$ cat src/verilog/emb_params.svh
// Constants for the external memory bus configuration block
`ifndef EMB_PARAMS_SVH
`define EMB_PARAMS_SVH
`define EMB_CFG0_PAGE_BIT    1
`define EMB_CFG0_MAP_LO_BIT  2
`define EMB_CFG0_MAP_HI_BIT  3
`define EMB_CFG0_RESET       8'hFF
`define EMB_UPPER_HALF_BIT   23
`define EMB_A16_BIT          16
`define EMB_WRITE_REGION_HI  8'h01
`define EMB_CODE_TOP_DEFAULT 16'h3FFF
`endif

$ cat src/verilog/emb_pkg.sv
// Types for the external memory bus configuration block
package emb_pkg;
   typedef enum logic [1:0] {EMB_MAP_RSVD, EMB_MAP_A16, EMB_MAP_PORT, EMB_MAP_SPLIT} emb_map_t;
   typedef enum {EMB_IDLE, EMB_ADDR, EMB_STROBE, EMB_RECOVER} emb_state_t;
endpackage : emb_pkg

$ cat src/verilog/emb_ctrl.sv
// External memory bus controller driven by reset-time configuration
//
// Overview of operation
// - Nonpage: low address shares port 0 with data, high address steady on port 2.
// - Page: low address steady on port 0, high address shares port 2 with data.
// - The address latch strobe pulses at the start of each bus cycle except a page-mode hit, while the address is valid.
// - The external access strap, caught at reset, sends fetches off-chip when low or outside on-chip code.
// - Bit 1 of configuration byte zero set selects nonpage mode with two-state code fetches.
// - In page mode a code fetch to the same page as the previous fetch takes one state.
// - Bits 2 and 3 of configuration byte zero pick the strobe map, with 00 reserved.
// - Only the low 16 address bits reach the external address pins, except under map 01.
// - Map 01 turns the data-read pin into address bit 16 and uses the code-read strobe for all reads.
// - Map 01 places internal address bit 16 on the extra address pin.
// - Map 10 leaves the data-read pin as a port bit and uses the code-read strobe for all reads.
// - Map 11 fires data-read below 80:0000H and code-read from there upward.
// - The code-read strobe is always a read strobe, also for data under maps 01 and 10.
// - Map 11 fires the write strobe only for regions 00: and 01:, other maps for all writes.
`timescale 1ns/10ps
`include "emb_params.svh"
module emb_ctrl
(
   input  wire logic        sys_clk,
   input  wire logic        rst_n,
   input  wire logic [7:0]  configuration_byte_zero,
   input  wire logic        external_access_select_n,
   input  wire logic [15:0] code_top,
   input  wire logic        req_valid,
   input  wire logic        req_write,
   input  wire logic        req_code,
   input  wire logic [23:0] req_addr,
   input  wire logic [7:0]  req_wdata,
   output logic             req_ready,
   output logic             rsp_valid,
   output logic [7:0]       rsp_rdata,
   output logic             fetch_internal,
   output logic             map_reserved,
   input  wire logic        spare_port_bit_out,
   input  wire logic [7:0]  p0_in,
   output logic [7:0]       p0_out,
   output logic             p0_oe,
   input  wire logic [7:0]  p2_in,
   output logic [7:0]       p2_out,
   output logic             p2_oe,
   output logic             address_latch_strobe,
   output logic             code_read_strobe_n,
   output logic             data_read_pin,
   output logic             write_strobe_n
);
   // ==========================================================
   // Configuration capture
   logic              cfg_taken;
   logic              nonpage;
   logic [1:0]        map;
   logic              ea_n;
   // Catch configuration once after reset release
   always_ff @(posedge sys_clk or negedge rst_n)
   begin
      if (!rst_n)
      begin
         cfg_taken <= 1'b0;
         nonpage   <= 1'b1;
         map       <= 2'b11;
         ea_n      <= 1'b0;
      end
      else if (!cfg_taken)
      begin
         cfg_taken <= 1'b1;
         nonpage   <= configuration_byte_zero[`EMB_CFG0_PAGE_BIT];
         map       <= configuration_byte_zero[`EMB_CFG0_MAP_HI_BIT:`EMB_CFG0_MAP_LO_BIT];
         ea_n      <= external_access_select_n;
      end
   end
   assign map_reserved = cfg_taken && (map == 2'(emb_pkg::EMB_MAP_RSVD));

   // ==========================================================
   // Strobe decode
   logic              use_code_rd;
   logic              use_data_rd;
   logic              use_wr;
   emb_strobe_decode u_dec
   (
      .map         (map),
      .addr        (req_addr),
      .is_write    (req_write),
      .use_code_rd (use_code_rd),
      .use_data_rd (use_data_rd),
      .use_wr      (use_wr)
   );

   // Internal fetch when strap high and inside on-chip code
   logic              next_internal;
   assign next_internal = req_code && !req_write && ea_n
                          && (req_addr[23:16] == 8'hFF) && (req_addr[15:0] <= code_top);

   // ==========================================================
   // Bus cycle sequencer
   emb_pkg::emb_state_t state;
   logic [15:0]       addr;
   logic              a16;
   logic [7:0]        wdata;
   logic              cyc_write;
   logic              cyc_code;
   logic              cyc_crd;
   logic              cyc_drd;
   logic              cyc_wr;
   logic              page_valid;
   logic [23:8]       page_tag;
   logic              hit;
   logic              accept;
   assign hit    = !nonpage && page_valid && req_code && !req_write
                   && (req_addr[23:8] == page_tag);
   assign req_ready = cfg_taken && !map_reserved && (state == emb_pkg::EMB_IDLE);
   assign accept = req_valid && req_ready && !next_internal;
   // Internal fetches answer at once from the core, no bus activity
   assign fetch_internal = req_valid && req_ready && next_internal;

   // State progression
   always_ff @(posedge sys_clk or negedge rst_n)
   begin
      if (!rst_n)
         state <= emb_pkg::EMB_IDLE;
      else
      begin
         unique case (state)
            emb_pkg::EMB_IDLE:
               if (accept)
                  state <= hit ? emb_pkg::EMB_STROBE : emb_pkg::EMB_ADDR;
            emb_pkg::EMB_ADDR:    state <= emb_pkg::EMB_STROBE;
            emb_pkg::EMB_STROBE:  state <= cyc_write ? emb_pkg::EMB_RECOVER : emb_pkg::EMB_IDLE;
            emb_pkg::EMB_RECOVER: state <= emb_pkg::EMB_IDLE;
         endcase
      end
   end

   // Latch access attributes at acceptance
   always_ff @(posedge sys_clk or negedge rst_n)
   begin
      if (!rst_n)
      begin
         addr      <= 16'h0000;
         a16       <= 1'b0;
         wdata     <= 8'h00;
         cyc_write <= 1'b0;
         cyc_code  <= 1'b0;
         cyc_crd   <= 1'b0;
         cyc_drd   <= 1'b0;
         cyc_wr    <= 1'b0;
      end
      else if (accept)
      begin
         addr      <= req_addr[15:0];
         a16       <= req_addr[`EMB_A16_BIT];
         wdata     <= req_wdata;
         cyc_write <= req_write;
         cyc_code  <= req_code;
         cyc_crd   <= use_code_rd;
         cyc_drd   <= use_data_rd;
         cyc_wr    <= use_wr;
      end
   end

   // Page tracking; data cycles break the page
   always_ff @(posedge sys_clk or negedge rst_n)
   begin
      if (!rst_n)
      begin
         page_valid <= 1'b0;
         page_tag   <= 16'h0000;
      end
      else if (accept)
      begin
         page_valid <= req_code && !req_write && !nonpage;
         page_tag   <= req_addr[23:8];
      end
   end

   // Read data capture and answer pulse
   always_ff @(posedge sys_clk or negedge rst_n)
   begin
      if (!rst_n)
      begin
         rsp_valid <= 1'b0;
         rsp_rdata <= 8'h00;
      end
      else
      begin
         rsp_valid <= (state == emb_pkg::EMB_STROBE) && !cyc_write;
         if ((state == emb_pkg::EMB_STROBE) && !cyc_write)
            rsp_rdata <= nonpage ? p0_in : p2_in;
      end
   end

   // ==========================================================
   // Pin drive
   logic              in_addr;
   logic              in_data;
   logic              active;
   assign in_addr = (state == emb_pkg::EMB_ADDR);
   assign in_data = (state == emb_pkg::EMB_STROBE) || (state == emb_pkg::EMB_RECOVER);
   assign active  = in_addr || in_data;
   assign address_latch_strobe = in_addr;

   // Port drive: multiplexed byte shows address then write data
   always_comb
   begin
      p0_out = 8'h00;
      p0_oe  = 1'b0;
      p2_out = 8'h00;
      p2_oe  = 1'b0;
      if (active)
      begin
         if (nonpage)
         begin
            p2_out = addr[15:8];
            p2_oe  = 1'b1;
            p0_out = in_addr ? addr[7:0] : wdata;
            p0_oe  = in_addr || cyc_write;
         end
         else
         begin
            p0_out = addr[7:0];
            p0_oe  = 1'b1;
            p2_out = in_addr ? addr[15:8] : wdata;
            p2_oe  = in_addr || cyc_write;
         end
      end
   end

   // Strobes
   assign code_read_strobe_n = !((state == emb_pkg::EMB_STROBE) && !cyc_write && cyc_crd);
   assign write_strobe_n     = !((state == emb_pkg::EMB_STROBE) && cyc_write && cyc_wr);
   always_comb
   begin
      unique case (map)
         2'(emb_pkg::EMB_MAP_A16):  data_read_pin = a16;
         2'(emb_pkg::EMB_MAP_PORT): data_read_pin = spare_port_bit_out;
         2'(emb_pkg::EMB_MAP_SPLIT):
            data_read_pin = !((state == emb_pkg::EMB_STROBE) && !cyc_write && cyc_drd);
         default:                   data_read_pin = 1'b1;
      endcase
   end

   // ==========================================================
   // Checks
   property p_ale_then_strobe;
      @(posedge sys_clk) disable iff (!rst_n)
      address_latch_strobe |=> (state == emb_pkg::EMB_STROBE) && !address_latch_strobe;
   endproperty
   a_ale_then_strobe: assert property (p_ale_then_strobe) else $error("latch strobe not followed by strobe state");
   property p_nonpage_two_state;
      @(posedge sys_clk) disable iff (!rst_n)
      (accept && nonpage) |=> address_latch_strobe;
   endproperty
   a_nonpage_two_state: assert property (p_nonpage_two_state) else $error("nonpage cycle skipped address state");
   property p_page_hit_one;
      @(posedge sys_clk) disable iff (!rst_n)
      (accept && hit) |=> !address_latch_strobe && (state == emb_pkg::EMB_STROBE) && !cyc_write;
   endproperty
   a_page_hit_one: assert property (p_page_hit_one) else $error("page hit not one state");
   property p_cfg_stable;
      @(posedge sys_clk) disable iff (!rst_n)
      $past(cfg_taken) |-> $stable(map) && $stable(nonpage);
   endproperty
   a_cfg_stable: assert property (p_cfg_stable) else $error("configuration changed after capture");
   property p_np_high_addr;
      @(posedge sys_clk) disable iff (!rst_n)
      (nonpage && in_data) |-> p2_oe && (p2_out == $past(p2_out));
   endproperty
   a_np_high_addr: assert property (p_np_high_addr) else $error("high address not held in nonpage");
   property p_pg_low_addr;
      @(posedge sys_clk) disable iff (!rst_n)
      (!nonpage && active) |-> p0_oe && (p0_out == addr[7:0]);
   endproperty
   a_pg_low_addr: assert property (p_pg_low_addr) else $error("low address not held in page mode");
   property p_split_write;
      @(posedge sys_clk) disable iff (!rst_n)
      (accept && req_write && map == 2'b11 && req_addr[23]) |=> write_strobe_n [*3];
   endproperty
   a_split_write: assert property (p_split_write) else $error("write strobe fired in code region");
   property p_a16_pin;
      @(posedge sys_clk) disable iff (!rst_n)
      (map == 2'b01 && active) |-> data_read_pin == a16;
   endproperty
   a_a16_pin: assert property (p_a16_pin) else $error("extra address pin wrong");
   property p_split_read;
      @(posedge sys_clk) disable iff (!rst_n)
      (accept && !req_write && map == 2'b11) |=> ##[0:1] (code_read_strobe_n != data_read_pin);
   endproperty
   a_split_read: assert property (p_split_read) else $error("split read strobes wrong");
   property p_internal_quiet;
      @(posedge sys_clk) disable iff (!rst_n)
      fetch_internal |=> !address_latch_strobe && (state == emb_pkg::EMB_IDLE);
   endproperty
   a_internal_quiet: assert property (p_internal_quiet) else $error("internal fetch used the bus");
   c_write: cover property (@(posedge sys_clk) disable iff (!rst_n) !write_strobe_n);
   c_hit: cover property (@(posedge sys_clk) disable iff (!rst_n) accept && hit);
   c_data_rd: cover property (@(posedge sys_clk) disable iff (!rst_n) map == 2'b11 && !data_read_pin);
   c_internal: cover property (@(posedge sys_clk) disable iff (!rst_n) fetch_internal);
   property p_reserved_quiet;
      @(posedge sys_clk) disable iff (!rst_n)
      map_reserved |-> !req_ready && !address_latch_strobe && code_read_strobe_n && write_strobe_n;
   endproperty
   a_reserved_quiet: assert property (p_reserved_quiet) else $error("bus active under reserved strobe map");
endmodule : emb_ctrl

$ cat src/verilog/emb_strobe_decode.sv
// Region decode: which strobes fire for an access
`timescale 1ns/10ps
`include "emb_params.svh"
module emb_strobe_decode
(
   input  wire logic [1:0]  map,
   input  wire logic [23:0] addr,
   input  wire logic        is_write,
   output logic             use_code_rd,
   output logic             use_data_rd,
   output logic             use_wr
);
   // Read and write strobe selection by strobe map
   always_comb
   begin
      use_code_rd = 1'b0;
      use_data_rd = 1'b0;
      use_wr      = 1'b0;
      if (is_write)
      begin
         if (map == 2'(emb_pkg::EMB_MAP_SPLIT))
            use_wr = (addr[23:16] <= `EMB_WRITE_REGION_HI);
         else
            use_wr = 1'b1;
      end
      else if (map == 2'(emb_pkg::EMB_MAP_SPLIT))
      begin
         use_data_rd = ~addr[`EMB_UPPER_HALF_BIT];
         use_code_rd = addr[`EMB_UPPER_HALF_BIT];
      end
      else
         use_code_rd = 1'b1;
   end
endmodule : emb_strobe_decode

$ cat config.mk
export PLATFORM = sky130hd
export DESIGN_NAME = emb_ctrl
export DESIGN_NICKNAME = d
export VERILOG_FILES = /design/src/verilog/emb_pkg.sv /design/src/verilog/emb_ctrl.sv /design/src/verilog/emb_strobe_decode.sv
export VERILOG_INCLUDE_DIRS = /design/src /design/src/verilog
export SDC_FILE = /design/constraint.sdc
export NUM_CORES = 1
export LEC_CHECK = 0
export ABC_AREA = 1
export ABC_CLOCK_PERIOD_IN_PS = 1600
export BUFFER_PORTS_ARGS = -buffer_cell sky130_fd_sc_hd__buf_2
export CORE_MARGIN = 5
export CORE_UTILIZATION = 51
export DETAILED_ROUTE_END_ITERATION = 10
export HOLD_SLACK_MARGIN = 0.15
export PLACE_DENSITY = 0.84
export SLEW_MARGIN = 20
export SYNTH_ARGS = -nofsm -noshare
export SYNTH_HDL_FRONTEND = slang
export SYNTH_HIERARCHICAL = 1
export SYNTH_SLANG_ARGS = --single-unit
export TNS_END_PERCENT = 100
$ cat constraint.sdc
create_clock -name sys_clk -period 1.6 [get_ports sys_clk]
set_input_delay 0.16 -clock sys_clk [delete_from_list [all_inputs] [get_ports sys_clk]]
set_output_delay 0.16 -clock sys_clk [all_outputs]
set_load 0.05 [all_outputs]
==> run_results.csv <==
group,metric,value,unit
outcome,violations,"setup timing",
layout,nNetsFinal,733,
worst_setup_path,cp-startpoint,"nonpage$_DFFE_PN1N_",
global_route,grt_start_max_net_pins,54,
detailed_routing,finalWirelength,17300,µm
timing,finalHoldViolations,0,
detailed_routing,via_per_inst,6.34,
clocking,cts_tree,"built",
worst_setup_path,worstReg2RegStart,"addr[14]$_DFFE_PN0P_",
power,p_total,0.00951,W
power,peakVddDrop,1.40,mV
detailed_routing,drc,0,
floorplan,die_area,0.00819,mm²
timing,setup_violations,68,
detailed_routing,wl_per_cell,24.1,µm
power,powerDensity,1660,mW/mm²
worst_setup_path,slowest_delay,570,ps
floorplan,placementRows,29,
synthesis,syn_area_per_cell,7.25,µm²
synthesis,synth-async-reset-ratio,1.00,
floorplan,core_area,0.00631,mm²
clocking,numCtsBuffers,5,
layout,drive_gt1_frac,0.510,
detailed_routing,dr_total_vias,4544,
min_path,hold_class,"input port to register",
placed_design,dpl.hpwl,7140,µm
layout,syn2layout_area_growth,73.3,%
outcome,status,"complete, but fails checks",
floorplan,start_util,0.524,
global_route,antenna_found_initial,1,
floorplan,die_h,90.5,µm
layout,fillers,250,
synthesis,synth_edf_count,0,
synthesis,netlist.area_leader.share,0.378,
timing,fin_hold_ws,168,ps
placed_design,port_buffers,107,
synthesis,yosys-top-cells-area,"dfrtp_1, nand2_1, inv_1",
worst_setup_path,cp.required,1440,ps
synthesis,syn_nets,551,
flow_run,cap_violations,0,
synthesis,synthFlopType,"dfrtp_1",
detailed_routing,first_pass_iters,6,
global_route,grt_use_total,0.259,
clocking,cts_sinks,53,
worst_setup_path,crit_chain,"inv_2, nor2_4, buf_6, inv_8, nor2_2, nor2_4, buf_8",
worst_setup_path,cp-start-kind,"register",
timing,layout_setup_ws,-365,ps
clocking,clk_pin_slew,100,ps
synthesis,synthesis.area,0.00331,mm²
global_route,grt_pass1_wl,17700,µm
timing,period_minus_slack,1970,ps
synthesis,ys_warn_count,6,
floorplan,io_pins,113,
synthesis,netlist-cell-type-count,29,
worst_setup_path,path_common_cell,"nor2_4",
clocking,clockBufferDepth,2,
placed_design,gp_congestion,0.872,
synthesis,yosysSeqAreaShare,0.402,
worst_setup_path,crit_fanout,8,
clocking,htree_levels,2,
clocking,clkLatencyLatePin,330,ps
worst_setup_path,criticalPathCategory,"register to output pin",
worst_setup_path,slowest_stage,"dfstp_2",
clocking,cts-root-buf,"clkbuf_8",
worst_setup_path,critPathCaptureType,"output pin",
worst_setup_path,worstPathArrival,1800,ps
global_route,grt_overflow_total,0,
floorplan,floorplan.die.width,90.5,µm
placed_design,dpl_worst_slack,-214,ps
timing,rsz0062_at_grt,"yes",
detailed_routing,drt-initial-drc-count,462,
min_path,hold_start,"req_addr[1]",
timing,drv_slew,0,
synthesis,syn_inst,456,
timing,clock_skew,13.3,ps
synthesis,yosys.area.top_type,"dfrtp_1",
timing,min_period_over_period,1.23,
detailed_routing,antenna_left,0,
global_route,grt_pass1_vias,3870,
synthesis,synth-seq-cells,53,
timing,clock.fmax,0.509,GHz
power,leakage,2.82,nW
## cells by family (layout without fill, tap and decap cells)
logic type / Yosys count / in the layout / synth area share
AO/OA/AOI/OAI: 67 / 67 / 0.109
adder cells (fa/ha/maj): 16 / 16 / 0.0605
AND/OR/NAND/NOR: 235 / 235 / 0.306
XOR/XNOR: 5 / 5 / 0.0132
flip-flops: 53 / 53 / 0.402
other: 1 / 2 / 0.00113
buffers and inverters: 79 / 262 / 0.107
## where the power goes
group | total [W] | internal, W | leakage (nW) | switching (W)
clock | 0.00101 | 0.000512 | 0.0585 | 0.000495
combinational | 0.00584 | 0.00213 | 2.11 | 0.00371
sequential | 0.00267 | 0.00190 | 0.653 | 0.000764
## layer usage
metal  vias up  part of all wire  track usage
met3       138              0.11       0.0475
met1      2136              0.33        0.304
met2       451              0.48        0.462
li1       1819                 -            -
met5         -                 0            0
met4         0             0.081        0.100
## synthesized netlist by cell type, types with 4 or more instances
| master | count |
|---|---|
| buf_2 | 5 |
| o211ai_1 | 9 |
| ha_1 | 16 |
| a21oi_1 | 16 |
| nand2_1 | 121 |
| dfrtp_1 | 50 |
| nand3_1 | 43 |
| nor3_1 | 6 |
| or2_2 | 9 |
| buf_6 | 5 |
| buf_4 | 4 |
| nor2_1 | 45 |
| inv_1 | 59 |
| o21ai_0 | 39 |
## cells in the final DEF (no fill, tap or decap), types with 8 or more instances in the layout
cell / netlist / final
buf_2: 5 / 74
or2_2: 9 / 9
buf_6: 5 / 32
dlygate4sd3_1: 0 / 29
ha_4: 0 / 11
a21oi_2: 0 / 11
dfrtp_1: 50 / 49
nand2_4: 0 / 25
nand2_1: 121 / 63
inv_1: 59 / 44
nor2_2: 1 / 8
nand3_1: 43 / 40
inv_2: 3 / 13
buf_4: 4 / 44
nand2_2: 2 / 34
nor2_1: 45 / 23
o21ai_0: 39 / 25
nor2_4: 2 / 17
o211ai_1: 9 / 9
## registers in the layout (all words and copies together) (netlist names), 2 cells and up
| name | count |
|---|---|
| page_tag | 9 |
| map | 2 |
| addr | 15 |
| rsp_rdata | 8 |
| state | 2 |
| wdata | 8 |
## layout make-up
cell class              instances  area, µm²  share of cell area
multi-input cells             324       2340               0.409
repair buffers                191       1570               0.274
flip-flops and latches         53       1330               0.232
inverters                      62        263              0.0458
well taps                      77       96.3              0.0168
clock buffers                   7       86.3              0.0151
clock inverters                 1       30.0             0.00524
repair inverters                1       6.26             0.00109
diodes                          1       2.50            0.000437
## worst paths after layout
| path | depth (start not counted) | end | slack [ps] |
|---|---|---|---|
| max | 7 | p0_out[6] | -370 |
| min | 4 | addr[1]$_DFFE_PN0P_ | 170 |
| max reg2reg | 7 | state[0]$_DFFE_PN0P_ | -200 |
| min reg2reg | 2 | page_valid$_DFFE_PN0P_ | 520 |
| max in group asynchronous | 3 | map[1]$_DFFE_PN1N_ | 870 |
| min in group asynchronous | 3 | rsp_rdata[6]$_DFFE_PN0P_ | 420 |
## worst max-delay path, delay by kind of cell, from the launching register on
kind | cells | cell delay, ps
AND/OR/NAND/NOR | 3 | 430
flip-flops | 1 | 570
buffers and inverters | 4 | 460
## what timing repair did
action                                 4_1_cts  5_1_grt
buffers inserted                             7        9
endpoints found under the hold margin       81        0
hold buffers                                29        0
pin swaps                                    5       27
gates resized for setup                     78      176
setup endpoints to repair                   47       63
cloned                                       1        4
## through the flow
stage | utilization | cells | instance area [µm²] | TNS [ps]
6_report | 0.908 | 717 | 5730 | -12290
5_1_grt | 0.908 | 717 | 5730 | -15980
4_1_cts | 0.778 | 703 | 4910 | -2760
3_5_place_dp | 0.673 | 659 | 4250 | -8110
3_3_place_gp | 0.673 | 659 | 4250 | -6340
2_1_floorplan | - | 456 | 3460 | -1870
Power figures use the tool's default switching activity.
